--- config.mk ---
export PLATFORM = sky130hd
export DESIGN_NAME = lpw_top
export DESIGN_NICKNAME = d
export VERILOG_FILES = /design/src/rtl/lpw_pkg.sv /design/src/rtl/lpw_prescaler.sv /design/src/rtl/lpw_top.sv
export VERILOG_INCLUDE_DIRS = /design/src /design/src/rtl
export SDC_FILE = /design/constraint.sdc
export NUM_CORES = 1
export LEC_CHECK = 0
export BUFFER_PORTS_ARGS = -buffer_cell sky130_fd_sc_hd__buf_2
export CAP_MARGIN = 10
export CORE_MARGIN = 2
export CORE_UTILIZATION = 46
export DETAILED_ROUTE_END_ITERATION = 10
export PLACE_DENSITY = 0.74
export SETUP_SLACK_MARGIN = 0.1
export SLEW_MARGIN = 10
export SYNTH_ARGS = -nofsm -noshare
export SYNTH_HDL_FRONTEND = slang
export SYNTH_SLANG_ARGS = --single-unit
--- constraint.sdc ---
create_clock -name clk -period 2.15 [get_ports clk]
set_input_delay 0.1075 -clock clk [delete_from_list [all_inputs] [get_ports clk]]
set_output_delay 0.1075 -clock clk [all_outputs]
set_load 0.03 [all_outputs]
--- src/rtl/lpw_cfg.svh ---
// constants for the lcd prescale and waveform control register
// Function
// waveform bit picks type-B or type-A phasing
// software keeps bias bit zero in static
// mux 01/10: bias bit selects half/third
// mux 11 forces one-third bias
// status bit shows driver running state
// status bit shows pixel data write permission
// lcd clock divided by prescale plus one
// status bits read-only, other fields read/write
`ifndef LPW_CFG_SVH
`define LPW_CFG_SVH

`define LPW_ADDR_W        8
`define LPW_DATA_W        8
`define LPW_REG_OFF       8'h00

`define LPW_WFT_BIT       7
`define LPW_BIAS_BIT      6
`define LPW_ACTIVE_BIT    5
`define LPW_WA_BIT        4
`define LPW_PS_MSB        3
`define LPW_PS_LSB        0
`define LPW_PS_W          4

`define LPW_WFT_RST       1'b0
`define LPW_BIAS_RST      1'b0
`define LPW_PS_RST        4'h0

`define LPW_MUX_STATIC    2'h0
`define LPW_MUX_QUAD      2'h3

`endif

--- src/rtl/lpw_pkg.sv ---
// types shared by the lcd prescale and waveform control block
package lpw_pkg;

  typedef enum logic [2:0] {
    LPW_ST_IDLE = 3'h1,
    LPW_ST_RUN  = 3'h2,
    LPW_ST_STOP = 3'h4
  } lpw_state_e;

  typedef enum logic [1:0] {
    LPW_BIAS_STATIC = 2'h0,
    LPW_BIAS_HALF   = 2'h1,
    LPW_BIAS_THIRD  = 2'h2
  } lpw_bias_e;

endpackage

--- src/rtl/lpw_prescaler.sv ---
// lcd clock prescaler: one output pulse per (ratio + 1) input ticks
`timescale 1ns/10ps
`include "lpw_cfg.svh"

module lpw_prescaler (
  input  wire logic                  clk,
  input  wire logic                  reset,
  input  wire logic                  run,
  input  wire logic                  tick,
  input  wire logic [`LPW_PS_W-1:0]  ratio,
  output logic                       pulse
);
  import lpw_pkg::*;

  logic [`LPW_PS_W-1:0] cnt;
  logic [`LPW_PS_W-1:0] next_cnt;
  logic                 next_pulse;

  // >= rather than == so a ratio lowered mid-count does not wrap through 16
  always_comb begin
    next_cnt   = cnt;
    next_pulse = 1'b0;
    if (!run) begin
      next_cnt = '0;
    end else if (tick) begin
      if (cnt >= ratio) begin
        next_cnt   = '0;
        next_pulse = 1'b1;
      end else begin
        next_cnt = cnt + 4'h1;
      end
    end
  end

  always_ff @(posedge clk) begin
    if (reset) begin
      cnt   <= '0;
      pulse <= 1'b0;
    end else begin
      cnt   <= next_cnt;
      pulse <= next_pulse;
    end
  end
endmodule

--- src/rtl/lpw_top.sv ---
// lcd prescale and waveform control register with frame sequencing
//
// Decided for this implementation: the register offsets and the plain strobed port.
`timescale 1ns/10ps
`include "lpw_cfg.svh"

module lpw_top (
  input  wire logic                    clk,
  input  wire logic                    reset,
  input  wire logic [`LPW_ADDR_W-1:0]  addr,
  input  wire logic [`LPW_DATA_W-1:0]  wdata,
  input  wire logic                    wr_en,
  input  wire logic                    rd_en,
  output logic [`LPW_DATA_W-1:0]       rdata,
  input  wire logic                    lcd_enable,
  input  wire logic                    lcd_clk_tick,
  input  wire logic [1:0]              multiplex_sel,
  output logic                         waveform_phase,
  output logic [1:0]                   common_index,
  output logic                         frame_boundary,
  output lpw_pkg::lpw_bias_e           bias_level,
  output logic                         driver_active_flag,
  output logic                         pixel_write_allowed_flag
);
  import lpw_pkg::*;

  function automatic logic reg_hit(input logic [`LPW_ADDR_W-1:0] a);
    reg_hit = (a == `LPW_REG_OFF);
  endfunction

  // mux 11 ignores the bias bit so a stray 1 cannot select half bias
  function automatic lpw_bias_e bias_decode(input logic [1:0] mux, input logic sel);
    if (mux == `LPW_MUX_STATIC) begin
      bias_decode = LPW_BIAS_STATIC;
    end else if (mux == `LPW_MUX_QUAD) begin
      bias_decode = LPW_BIAS_THIRD;
    end else if (sel) begin
      bias_decode = LPW_BIAS_HALF;
    end else begin
      bias_decode = LPW_BIAS_THIRD;
    end
  endfunction

  // software fields
  logic                 waveform_type_sel;
  logic                 bias_mode_sel;
  logic [`LPW_PS_W-1:0] clock_prescale_sel;
  logic                 next_waveform_type_sel;
  logic                 next_bias_mode_sel;
  logic [`LPW_PS_W-1:0] next_clock_prescale_sel;
  logic [`LPW_DATA_W-1:0] next_rdata;

  // frame sequencing
  lpw_state_e state;
  lpw_state_e next_state;
  logic       half;
  logic       next_half;
  logic [1:0] next_common_index;
  logic       next_waveform_phase;
  logic       next_frame_boundary;
  lpw_bias_e  next_bias_level;
  logic       next_driver_active_flag;
  logic       next_pixel_write_allowed_flag;
  logic       frame_end;
  logic       presc_pulse;

  lpw_prescaler u_prescaler (
    .clk   (clk),
    .reset (reset),
    .run   (driver_active_flag),
    .tick  (lcd_clk_tick),
    .ratio (clock_prescale_sel),
    .pulse (presc_pulse)
  );

  // register write: status bits 5:4 have no storage, so writes to them vanish
  always_comb begin
    next_waveform_type_sel  = waveform_type_sel;
    next_bias_mode_sel      = bias_mode_sel;
    next_clock_prescale_sel = clock_prescale_sel;
    if (wr_en && reg_hit(addr)) begin
      next_waveform_type_sel  = wdata[`LPW_WFT_BIT];
      next_bias_mode_sel      = wdata[`LPW_BIAS_BIT];
      next_clock_prescale_sel = wdata[`LPW_PS_MSB:`LPW_PS_LSB];
    end
  end

  always_ff @(posedge clk) begin
    if (reset) begin
      waveform_type_sel  <= `LPW_WFT_RST;
      bias_mode_sel      <= `LPW_BIAS_RST;
      clock_prescale_sel <= `LPW_PS_RST;
    end else begin
      waveform_type_sel  <= next_waveform_type_sel;
      bias_mode_sel      <= next_bias_mode_sel;
      clock_prescale_sel <= next_clock_prescale_sel;
    end
  end

  // register read: data one cycle after the strobe, zero otherwise and for other addresses
  always_comb begin
    next_rdata = '0;
    if (rd_en && reg_hit(addr)) begin
      next_rdata[`LPW_WFT_BIT]              = waveform_type_sel;
      next_rdata[`LPW_BIAS_BIT]             = bias_mode_sel;
      next_rdata[`LPW_ACTIVE_BIT]           = driver_active_flag;
      next_rdata[`LPW_WA_BIT]               = pixel_write_allowed_flag;
      next_rdata[`LPW_PS_MSB:`LPW_PS_LSB]   = clock_prescale_sel;
    end
  end

  always_ff @(posedge clk) begin
    if (reset) begin
      rdata <= '0;
    end else begin
      rdata <= next_rdata;
    end
  end

  // each common period is two prescaled ticks; the last common index equals multiplex_sel.
  // a disable finishes the current frame so the panel never sees a net dc offset.
  always_comb begin
    next_state        = state;
    next_half         = half;
    next_common_index = common_index;
    frame_end         = 1'b0;
    case (state)
      LPW_ST_IDLE: begin
        next_half         = 1'b0;
        next_common_index = 2'h0;
        if (lcd_enable) begin
          next_state = LPW_ST_RUN;
        end
      end
      LPW_ST_RUN, LPW_ST_STOP: begin
        if (presc_pulse) begin
          if (!half) begin
            next_half = 1'b1;
          end else begin
            next_half = 1'b0;
            if (common_index >= multiplex_sel) begin
              next_common_index = 2'h0;
              frame_end         = 1'b1;
            end else begin
              next_common_index = common_index + 2'h1;
            end
          end
        end
        if (state == LPW_ST_RUN && !lcd_enable) begin
          next_state = LPW_ST_STOP;
        end else if (state == LPW_ST_STOP && frame_end) begin
          next_state = LPW_ST_IDLE;
        end
      end
      default: begin
        next_state = LPW_ST_IDLE;
      end
    endcase
  end

  always_comb begin
    if (waveform_type_sel) begin
      next_waveform_phase = frame_end ? ~waveform_phase : waveform_phase;
    end else begin
      next_waveform_phase = next_half;
    end
    next_frame_boundary           = frame_end;
    next_bias_level               = bias_decode(multiplex_sel, bias_mode_sel);
    next_driver_active_flag       = (next_state != LPW_ST_IDLE);
    // pixel data are sampled in the closing half period of a frame
    next_pixel_write_allowed_flag = (next_state == LPW_ST_IDLE) ||
                                    !(next_half && next_common_index == multiplex_sel);
  end

  always_ff @(posedge clk) begin
    if (reset) begin
      state                    <= LPW_ST_IDLE;
      half                     <= 1'b0;
      common_index             <= 2'h0;
      waveform_phase           <= 1'b0;
      frame_boundary           <= 1'b0;
      bias_level               <= LPW_BIAS_STATIC;
      driver_active_flag       <= 1'b0;
      pixel_write_allowed_flag <= 1'b1;
    end else begin
      state                    <= next_state;
      half                     <= next_half;
      common_index             <= next_common_index;
      waveform_phase           <= next_waveform_phase;
      frame_boundary           <= next_frame_boundary;
      bias_level               <= next_bias_level;
      driver_active_flag       <= next_driver_active_flag;
      pixel_write_allowed_flag <= next_pixel_write_allowed_flag;
    end
  end
endmodule

==> flow_metrics.env, run 1 <==
export IMPL_globalplace_congestion=0.797
export IMPL_ys_warn_count=0
export IMPL_r2r_end="pixel_write_allowed_flag$_SDFF_PP1_"
export IMPL_status="completed"
export IMPL_async_flop_share_pct=0
export IMPL_grt_max_degree=20
export IMPL_p_sw_uw=264
export IMPL_cts_max_level=2
export IMPL_cts_tree="done"
export IMPL_critPathCaptureType="register"
export IMPL_n_antenna_cell=0
export IMPL_cts_path_max_buffers=2
export IMPL_area_delta_synth_final_pct=29.5
export IMPL_clkLatencyLatePin_ps=330
export IMPL_setup_violations=0
export IMPL_seqPwrFrac_pct=52.9
export IMPL_clk_pin_slew_ps=100
export IMPL_grt_pass1_wl_mm=5.31
export IMPL_ys_flop_type="dfxtp_1"
export IMPL_layout_min_cycle_time_ps=2040
export IMPL_grt_pass1_vias=1229
export IMPL_crit_type="reg -> reg"
export IMPL_cts_made_buffers=5
export IMPL_hold_viol=0
export IMPL_cap_viol_max_count=0
export IMPL_postRouteAntennaNets=0
export IMPL_syn_area_mm2=0.00148
export IMPL_ys_types=46
export IMPL_drt_iter0_drc=33
export IMPL_die_w_um=60.7
export IMPL_hp_start="wdata[0]"
export IMPL_yosysSeqAreaShare_pct=42.0
export IMPL_die_h_um=60.7
export IMPL_crit_path_start_kind="register"
export IMPL_gr_usage_all_layers_pct=19.6
export IMPL_fin_crit_sh_pct=95.0
export IMPL_r2r_cells=7
export IMPL_slew_viol_final=0
export IMPL_drcViolationCount=0
export IMPL_r2r_slack_ps=110
export IMPL_skew_ps=8.32
export IMPL_syn_area_per_cell_um2=9.36
export IMPL_overflow=0
export IMPL_setup_tns_ps=0
export IMPL_drive_gt1_share_pct=31.4
export IMPL_dieArea_mm2=0.00368
export IMPL_ys_ff_latch=31
export IMPL_io_pins=40
export IMPL_slew_headroom_pct=73.7
export IMPL_tightest_slew_ps=393
export IMPL_nets=234
export IMPL_syn_nets=189
export IMPL_grt_antenna_before_repair=0
export IMPL_rsz0062_at_grt="yes"
export IMPL_hold_depth=3
export IMPL_dr_total_vias=1310
export IMPL_portBuffers=37
export IMPL_first_pass_iters=4
export IMPL_clkPwrFrac_pct=38.7
export IMPL_coreArea_mm2=0.00305
export IMPL_cts_root_buf="clkbuf_4"
export IMPL_cp_arrival_ps=2250
export IMPL_worstPathMaxFanout=4
export IMPL_swShare_pct=23.6
export IMPL_leakagePower_nw=0.822
export IMPL_timing_rr_start="common_index[0]$_SDFF_PP0_"
export IMPL_dp_slack_ps=106
export IMPL_wirelength_mm=3.35
export IMPL_crit_start="common_index[0]$_SDFF_PP0_"
export IMPL_wl_per_cell_um=13.5
export IMPL_vias_per_cell=5.28
export IMPL_p_per_area_mw_per_mm2=583
export IMPL_fmax_mhz=489
export IMPL_intPower_uw=853
export IMPL_netlist_instances=158
export IMPL_initial_core_util_pct=48.4
export IMPL_clkSinkCount=31
export IMPL_holdPathEnd="clock_prescale_sel[0]$_SDFFE_PP0P_"
export IMPL_required_ps=2360
export IMPL_hold_class="in -> reg"
export IMPL_synth_edf_count=0
export IMPL_p_comb_share_pct=8.4
export IMPL_fin_ws_ps=107
export IMPL_rows=20
export IMPL_vdd_ir_drop_max_v=0.000365
export IMPL_dp_final_hpwl_mm=2.39
-- synthesized netlist by cell type, drive strengths merged, types with 2 or more instances --
library cell,n,area (um^2)
dfxtp,31,621
nor2,13,48.8
a21oi,10,50.1
inv,9,33.8
and2,8,50.1
nand2b,8,57.6
ha,7,87.6
mux2i,6,60.1
buf,5,31.3
nor3,5,25.0
nand3,4,20.0
nor2b,4,25.0
o21ai,4,20.0
xnor2,4,35.0
nand2,3,11.3
o211ai,3,27.5
a2111o,2,22.5
a2111oi,2,17.5
a31oi,2,12.5
clkbuf,2,7.51
nor4,2,12.5
or2,2,12.5
or3,2,12.5
-- layout by cell type (no fill, tap or decap), types with 2 or more instances in the layout --
cell            n
a2111o_1        2
a2111oi_4       2
a21oi_1        10
a31oi_1         2
and2_1          8
buf_2          37
buf_4           3
clkbuf_4        5
dfxtp_1        28
dfxtp_2         2
dlygate4sd3_1   5
ha_1            5
ha_4            2
inv_1           8
mux2i_1         6
nand2_1         3
nand2b_1        7
nand3_1         4
nor2_1         13
nor2b_1         4
nor3_1          5
nor4_1          2
o211ai_1        2
o21ai_0         4
or2_2           2
xnor2_1         4
-- state kept, by name (all words and copies together) (netlist names) --
register,flops
rdata,8
clock_prescale_sel,4
u_prescaler.cnt,4
state,3
bias_level,2
common_index,2
bias_mode_sel,1
driver_active_flag,1
frame_boundary,1
half,1
pixel_write_allowed_flag,1
u_prescaler.pulse,1
waveform_phase,1
waveform_type_sel,1
-- power by group through the flow --
stage | clock (mW) | sequential [mW] | combinational [mW]
final | 0.432 | 0.591 | 0.0932
after detailed placement | 0 | 0.604 | 0.0843
after floorplan | 0 | 0.602 | 0.0547
after global placement | 0 | 0.603 | 0.0807
after global routing | 0.462 | 0.593 | 0.103
after CTS | 0.445 | 0.591 | 0.0907
-- cell type report --
class	count	area, um^2
clock inverters	1	5.00
well taps	44	55.1
repair buffers	45	258
fillers	272	1140
inverters	9	36.3
flip-flops and latches	31	627
clock buffers	7	76.3
multi-input cells	111	858
-- worst max-delay path, stage by stage, from the launching register on --
cell and delay [ps]:
dfxtp_4 370, inv_4 60, ha_4 180, nand2b_4 170, a2111o_1 360, and3_4 160
xnor2_1 120, or4b_1 500
-- layer usage --
| layer | global-route usage, % | vias to the layer above | routed length (um) |
|---|---|---|---|
| li1 | - | 649 | - |
| met1 | 22.0 | 611 | 1460 |
| met2 | 34.7 | 44 | 1660 |
| met3 | 5.97 | 6 | 187 |
| met4 | 7.76 | 0 | 51 |
| met5 | 0 | - | 0 |
-- cell families after synthesis --
kind of cell	Yosys count	synth area share [%]
compound gates	29	13.5
xor+xnor	5	2.96
fa+ha+maj	7	5.92
buf+inv	16	4.91
flops	31	42.0
mux	7	4.82
simple gates	63	25.9
-- metrics by stage --
stage	hold WS, ps	util, %	instance area (um^2)	power (mW)	cells
finish	28.9	62.7	1920	1.12	248
global route	30.7	62.7	1920	1.16	248
CTS	0.352	61.6	1880	1.13	246
detailed placement	350	57.3	1750	0.688	233
global placement	340	57.3	1750	0.684	233
floorplan	250	-	1540	0.656	158
-- repair_timing --
item,CTS,global route
setup buffers,1,1
endpoints found under the setup margin,1,1
hold endpoints to repair,4,1
pin swaps,0,4
hold buffers,4,1
gates resized for setup,0,4
-- how the worst max path moves through the flow --
stage | slack [ps] | endpoint
2_1_floorplan | 120 | pixel_write_allowed_flag$_SDFF_PP1_
3_3_place_gp | 150 | pixel_write_allowed_flag$_SDFF_PP1_
3_5_place_dp | 110 | pixel_write_allowed_flag$_SDFF_PP1_
4_1_cts | 130 | pixel_write_allowed_flag$_SDFF_PP1_
5_1_grt | 50 | pixel_write_allowed_flag$_SDFF_PP1_
6_report | 110 | pixel_write_allowed_flag$_SDFF_PP1_
No activity file was read; power rests on OpenSTA's default activity.
==> run 2, diff against run 1 <==
--- a/config.mk
+++ b/config.mk
@@ -16,4 +16,5 @@
 export SLEW_MARGIN = 10
 export SYNTH_ARGS = -nofsm -noshare
 export SYNTH_HDL_FRONTEND = slang
+export SYNTH_HIERARCHICAL = 1
 export SYNTH_SLANG_ARGS = --single-unit
==> run 2 against run 1 <==
  * Cell area fell by 11%
  * Highest routed layer unchanged
  * Sequential power barely moved
  * Clock skew decreased by 4.0 ps
  * Sequential share of layout area up 4.0 points
  * Non-clock buffer count shrank 8
  * Synthesized cell count is 7.6% lower
  * Die area shrank 1.5%
  * Largest power group unchanged
  * Sequential cell count stayed put
==> flow_metrics.env, run 2 <==
export IMPL_rows=20
export IMPL_grt_antenna_before_repair=0
export IMPL_async_flop_share_pct=0
export IMPL_mostFrequentLayoutCell="buf_2"
export IMPL_drcViolationCount=0
export IMPL_yosysSeqAreaShare_pct=42.6
export IMPL_seq_area_um2=623
export IMPL_synth_top_area_cell="dfxtp_1"
export IMPL_grt_pass1_wl_mm=4.39
export IMPL_ys_flop_type="dfxtp_1"
export IMPL_overflow=0
export IMPL_n_antenna_cell=0
export IMPL_ys_types=47
export IMPL_layout_common_cells="buf_2 (37), dfxtp_1 (29), nor2_1 (15), inv_1 (8), and2_1 (8)"
export IMPL_grt_pass1_vias=1024
export IMPL_drt_iter0_drc=30
export IMPL_hold_viol=0
export IMPL_crit_path_start_kind="register"
export IMPL_ys_warn_count=6
export IMPL_setup_tns_ps=0
export IMPL_synth_area_top_cells="dfxtp_1 (43%), ha_1 (6.0%), mux2i_1 (4.1%), nor2_1 (3.9%), and2_1 (3.4%)"
export IMPL_multiInputGateArea_um2=763
export IMPL_drive_gt1_share_pct=30.1
export IMPL_ys_top_cells_by_count="dfxtp_1 (31), nor2_1 (15), and2_1 (8), inv_1 (8), ha_1 (7)"
export IMPL_syn_area_per_cell_um2=9.97
export IMPL_globalplace_congestion=0.760
export IMPL_final_cells=227
export IMPL_finalInstanceArea_mm2=0.00170
export IMPL_cts_hold_repair_buffers=0
export IMPL_synth_top_area_share_pct=42.6
export IMPL_cts_path_max_buffers=2
export IMPL_synth_compound_area_share_pct=12.9
export IMPL_tightest_slew_ps=440
export IMPL_post_cts_resized=0
export IMPL_gr_usage_all_layers_pct=17.1
export IMPL_fin_crit_sh_pct=84.8
export IMPL_die_w_um=60.2
export IMPL_critical_path_top_delay_family="compound AO/OA/AOI/OAI gates"
export IMPL_ys_ff_latch=31
export IMPL_skew_ps=4.30
export IMPL_crit_path_cell_trace="inv_1 -> ha_1 -> nor3b_2 -> o21ai_0 -> a21oi_1 -> o21bai_1 -> a2111o_1"
export IMPL_area_delta_synth_final_pct=16.7
export IMPL_dieArea_mm2=0.00363
export IMPL_rsz0062_at_grt="no"
export IMPL_dr_total_vias=1130
export IMPL_clkSinkCount=31
export IMPL_fmax_mhz=548
export IMPL_cap_viol_max_count=0
export IMPL_syn_area_mm2=0.00146
export IMPL_synth_mux_area_fraction_pct=4.13
export IMPL_cts_setup_buffers=0
export IMPL_synth_simple_area_share_pct=23.6
export IMPL_synth_edf_count=0
export IMPL_vias_per_cell=4.98
export IMPL_place_area_mm2=0.00165
export IMPL_cpMaxStageDelayCell="a2111o_1"
export IMPL_num_fill_cells=277
export IMPL_wl_per_cell_um=12.0
export IMPL_setup_violations=0
export IMPL_nets=215
export IMPL_post_route_util_pct=56.1
export IMPL_yosys_area_share_adder_pct=6.02
export IMPL_io_pins=40
export IMPL_clk_pin_slew_ps=90
export IMPL_top_regs="rdata: 8 flops, clock_prescale_sel: 4 flops, u_prescaler/cnt: 4 flops"
export IMPL_slew_headroom_pct=70.4
export IMPL_synth_top_family_by_area="simple AND/OR/NAND/NOR gates"
export IMPL_hold_class="in -> reg"
export IMPL_critPathCaptureType="register"
export IMPL_crit_type="reg -> reg"
export IMPL_required_ps=2360
export IMPL_dp_final_hpwl_mm=2.08
export IMPL_postRouteAntennaNets=0
export IMPL_slew_viol_final=0
export IMPL_regMostFlops="rdata"
export IMPL_portBuffers=37
export IMPL_dp_cells=221
export IMPL_wirelength_mm=2.73
export IMPL_netlist_instances=146
export IMPL_leakagePower_nw=0.766
export IMPL_first_pass_iters=4
export IMPL_cts_root_buf="clkbuf_4"
export IMPL_cts_tree="done"
export IMPL_worstPathMaxFanout=5
export IMPL_yosysMostFrequentCell="dfxtp_1"
export IMPL_p_per_area_mw_per_mm2=569
export IMPL_vdd_ir_drop_max_v=0.000236
export IMPL_coreArea_mm2=0.00303
export IMPL_yosys_area_share_xor_xnor_pct=5.50
export IMPL_syn_nets=177
export IMPL_max_stage_delay_ps=390
export IMPL_initial_core_util_pct=48.1
export IMPL_cp_num_buf_inv=1
export IMPL_layout_min_cycle_time_ps=1820
export IMPL_cts_max_level=2
export IMPL_cp_arrival_ps=2030
export IMPL_clkLatencyLatePin_ps=320
export IMPL_grt_max_degree=20
export IMPL_status="completed"
export IMPL_die_h_um=60.2
export IMPL_cts_made_buffers=5
export IMPL_largest_reg_flops=8
[run 2: layout make-up]
cell class | instances | share of cell area (%)
repair buffers | 37 | 10.9
clock buffers | 6 | 2.43
inverters | 8 | 1.77
flip-flops and latches | 31 | 36.7
multi-input cells | 101 | 45.0
well taps | 44 | 3.24
[run 2: final timing paths]
check,from,end,slack (ps),depth (start not counted)
max,common_index[0]$_SDFF_PP0_,pixel_write_allowed_flag$_SDFF_PP1_,330,7
min,wdata[0],clock_prescale_sel[0]$_SDFFE_PP0P_,20,3
max reg2reg,common_index[0]$_SDFF_PP0_,pixel_write_allowed_flag$_SDFF_PP1_,330,7
min reg2reg,waveform_type_sel$_SDFFE_PP0P_,waveform_phase$_SDFFE_PP0P_,490,1
[run 2: logic make-up (layout without fill, tap and decap cells)]
logic type,after synthesis,count (layout)
AO/OA/AOI/OAI,25,25
adder cells (fa/ha/maj),7,7
AND/OR/NAND/NOR,56,56
multiplexers,6,6
flip-flops,31,31
XOR/XNOR,7,7
buffers and inverters,14,51
[run 2: per-stage QoR]
| stage | setup slack, ps | hold WS, ps | total power, mW |
|---|---|---|---|
| floorplan | 190 | 246 | 0.659 |
| global placement | 272 | 340 | 0.683 |
| detailed placement | 219 | 355 | 0.686 |
| global route | 157 | 8.90 | 1.02 |
| CTS | 198 | 8.34 | 0.981 |
| finish | 326 | 19.3 | 0.966 |
[run 2: report_power, final]
group | switching, mW | internal (mW) | total [mW]
Combinational | 0.0410 | 0.0399 | 0.0809
Sequential | 0.0118 | 0.580 | 0.592
Clock | 0.177 | 0.116 | 0.293
[run 2: tightest hold or removal path: stages]
cell and delay (ps):
buf_2 70, mux2i_1 50, nor2_1 70
[run 2: layer usage]
| layer | share of wire (%) | global-route usage, % |
|---|---|---|
| met4 | 2.0 | 8.25 |
| met5 | 0 | 0 |
| met3 | 7.9 | 7.79 |
| met1 | 46 | 18.9 |
| met2 | 44 | 27.6 |
==> run 3, diff against run 2 <==
--- a/config.mk
+++ b/config.mk
@@ -9,9 +9,9 @@
 export BUFFER_PORTS_ARGS = -buffer_cell sky130_fd_sc_hd__buf_2
 export CAP_MARGIN = 10
 export CORE_MARGIN = 2
-export CORE_UTILIZATION = 46
+export CORE_UTILIZATION = 51
 export DETAILED_ROUTE_END_ITERATION = 10
-export PLACE_DENSITY = 0.74
+export PLACE_DENSITY = 0.78
 export SETUP_SLACK_MARGIN = 0.1
 export SLEW_MARGIN = 10
 export SYNTH_ARGS = -nofsm -noshare
==> constraint.sdc (replaced) <==
create_clock -name clk -period 1.75 [get_ports clk]
set_input_delay 0.0875 -clock clk [delete_from_list [all_inputs] [get_ports clk]]
set_output_delay 0.0875 -clock clk [all_outputs]
set_load 0.03 [all_outputs]
==> run 3 against run 2 <==
  * Cell area rose by 14%
  * Sequential share of layout area fell by 3.9 points
  * First-iteration DRC count fell by 27%
  * Sequential cell count did not move
  * Die area fell by 9.2%
  * Hold slack got worse by 4.7 ps
==> flow_metrics.env, run 3 (synthesis results as in run 2) <==
export IMPL_status="completed"
export IMPL_layout_common_cells="buf_2 (37), dfxtp_1 (26), nor2_1 (15), buf_4 (14), and2_1 (8)"
export IMPL_top_regs="rdata: 8 flops, clock_prescale_sel: 4 flops, u_prescaler/cnt: 4 flops"
export IMPL_cp_num_buf_inv=1
export IMPL_rows=19
export IMPL_grt_antenna_before_repair=0
export IMPL_max_stage_delay_ps=390
export IMPL_cap_viol_max_count=0
export IMPL_wl_per_cell_um=14.2
export IMPL_grt_max_degree=20
export IMPL_worstPathMaxFanout=3
export IMPL_grt_pass1_wl_mm=5.60
export IMPL_seqPwrFrac_pct=53.3
export IMPL_io_pins=40
export IMPL_critical_path_top_delay_family="compound AO/OA/AOI/OAI gates"
export IMPL_mostFrequentLayoutCell="buf_2"
export IMPL_drt_iter0_drc=22
export IMPL_dr_total_vias=1269
export IMPL_cts_path_max_buffers=2
export IMPL_p_per_area_mw_per_mm2=695
export IMPL_dp_final_hpwl_mm=2.19
export IMPL_cp_arrival_ps=1870
export IMPL_drcViolationCount=0
export IMPL_largest_reg_flops=8
export IMPL_die_w_um=57.4
export IMPL_cts_tree="done"
export IMPL_clkPwrFrac_pct=36.2
export IMPL_gr_usage_all_layers_pct=22.4
export IMPL_power_mw=1.35
export IMPL_crit_path_cell_trace="inv_2 -> ha_4 -> nor3b_4 -> o22ai_4 -> a21o_1 -> a2111o_1"
export IMPL_layout_min_cycle_time_ps=1640
export IMPL_rsz0062_at_grt="yes"
export IMPL_postRouteAntennaNets=0
export IMPL_crit_type="reg -> reg"
export IMPL_initial_core_util_pct=53.2
export IMPL_cts_root_buf="clkbuf_4"
export IMPL_die_h_um=57.4
export IMPL_hold_viol=0
export IMPL_area_delta_synth_final_pct=33.4
export IMPL_p_comb_share_pct=10.5
export IMPL_critPathCaptureType="register"
export IMPL_tightest_slew_ps=394
export IMPL_fmax_mhz=608
export IMPL_vias_per_cell=5.40
export IMPL_setup_tns_ps=0
export IMPL_cpMaxStageDelayCell="a2111o_1"
export IMPL_drive_gt1_share_pct=40.7
export IMPL_n_antenna_cell=0
export IMPL_first_pass_iters=5
export IMPL_timing_rr_start="common_index[0]$_SDFF_PP0_"
export IMPL_p_sw_uw=331
export IMPL_required_ps=1970
export IMPL_wirelength_mm=3.33
export IMPL_swShare_pct=24.5
export IMPL_clk_pin_slew_ps=100
export IMPL_grt_pass1_vias=1286
export IMPL_holdWs_ps=14.6
export IMPL_slew_headroom_pct=73.7
export IMPL_slew_viol_final=0
export IMPL_portBuffers=37
export IMPL_leakagePower_nw=0.878
export IMPL_overflow=0
export IMPL_intPower_mw=1.02
export IMPL_cts_max_level=2
export IMPL_regMostFlops="rdata"
export IMPL_hp_start="wdata[2]"
export IMPL_vdd_ir_drop_max_v=0.000675
export IMPL_cts_made_buffers=5
export IMPL_globalplace_congestion=0.799
export IMPL_nets=234
export IMPL_dieArea_mm2=0.00330
export IMPL_coreArea_mm2=0.00273
export IMPL_crit_path_start_kind="register"
export IMPL_clkLatencyLatePin_ps=330
export IMPL_setup_violations=0
export IMPL_skew_ps=2.57
export IMPL_hold_class="in -> reg"
export IMPL_crit_start="common_index[0]$_SDFF_PP0_"
export IMPL_clkSinkCount=31
export IMPL_fin_crit_sh_pct=94.0
==> run 3: cell types whose count changed in the layout (fill, tap and decap cells not counted), sizes merged <==
cell / change
buf: +14
clkbuf: +1
dlygate4sd3: +5
inv: +1
==> run 3: power by group through the flow <==
stage	Combinational, mW	Sequential (mW)	Clock [mW]
after floorplan	0.0729	0.737	0
after global placement	0.107	0.738	0
after detailed placement	0.112	0.738	0
after CTS	0.130	0.722	0.496
after global routing	0.153	0.722	0.532
final	0.142	0.720	0.489
==> run 3: per-stage QoR <==
step / instance area, um^2 / utilization [%] / instances / worst slack [ps]
finish: 1940 / 71.0 / 235 / 105
global route: 1940 / 71.0 / 235 / 26.3
CTS: 1900 / 69.5 / 231 / 104
detailed placement: 1700 / 62.2 / 212 / -4.15
global placement: 1700 / 62.2 / 212 / 70.2
floorplan: 1490 / - / 146 / 105
==> run 3: final cells by class <==
cell class	instances	area, um^2
Multi-Input combinational cell	101	825
Fill cell	190	792
Sequential cell	31	637
Timing Repair Buffer	56	340
Clock buffer	7	65.1
Tap cell	31	38.8
Inverter	8	30.0
Clock inverter	1	6.26
==> run 3: final timing paths <==
| kind | slack, ps | cells after the start | to |
|---|---|---|---|
| setup / recovery | 110 | 6 | pixel_write_allowed_flag$_SDFF_PP1_ |
| hold / removal | 10 | 3 | clock_prescale_sel[2]$_SDFFE_PP0P_ |
| setup reg to reg | 110 | 6 | pixel_write_allowed_flag$_SDFF_PP1_ |
| hold reg to reg | 480 | 1 | rdata[4]$_SDFF_PP0_ |
==> run 3: worst min-delay path, delay by kind of cell <==
| family | cells | cell delay, ps |
|---|---|---|
| mux | 1 | 50 |
| simple gates | 1 | 90 |
| buf+inv | 1 | 70 |
==> run 3: per-layer routing <==
| layer | share of wire [%] | global-route usage, % | up-vias |
|---|---|---|---|
| met1 | 40 | 25.1 | 585 |
| li1 | - | - | 622 |
| met5 | 0 | 0 | - |
| met4 | 3.5 | 9.30 | 0 |
| met2 | 50 | 38.6 | 51 |
| met3 | 6.3 | 7.26 | 11 |
==> run 3: repair_timing <==
action                                  CTS  global route
resized for setup                         8             4
hold buffers                              5             0
hold endpoints to repair                  5             0
setup buffers                             6             4
endpoints found under the setup margin    2             4
pin swaps                                 6             8
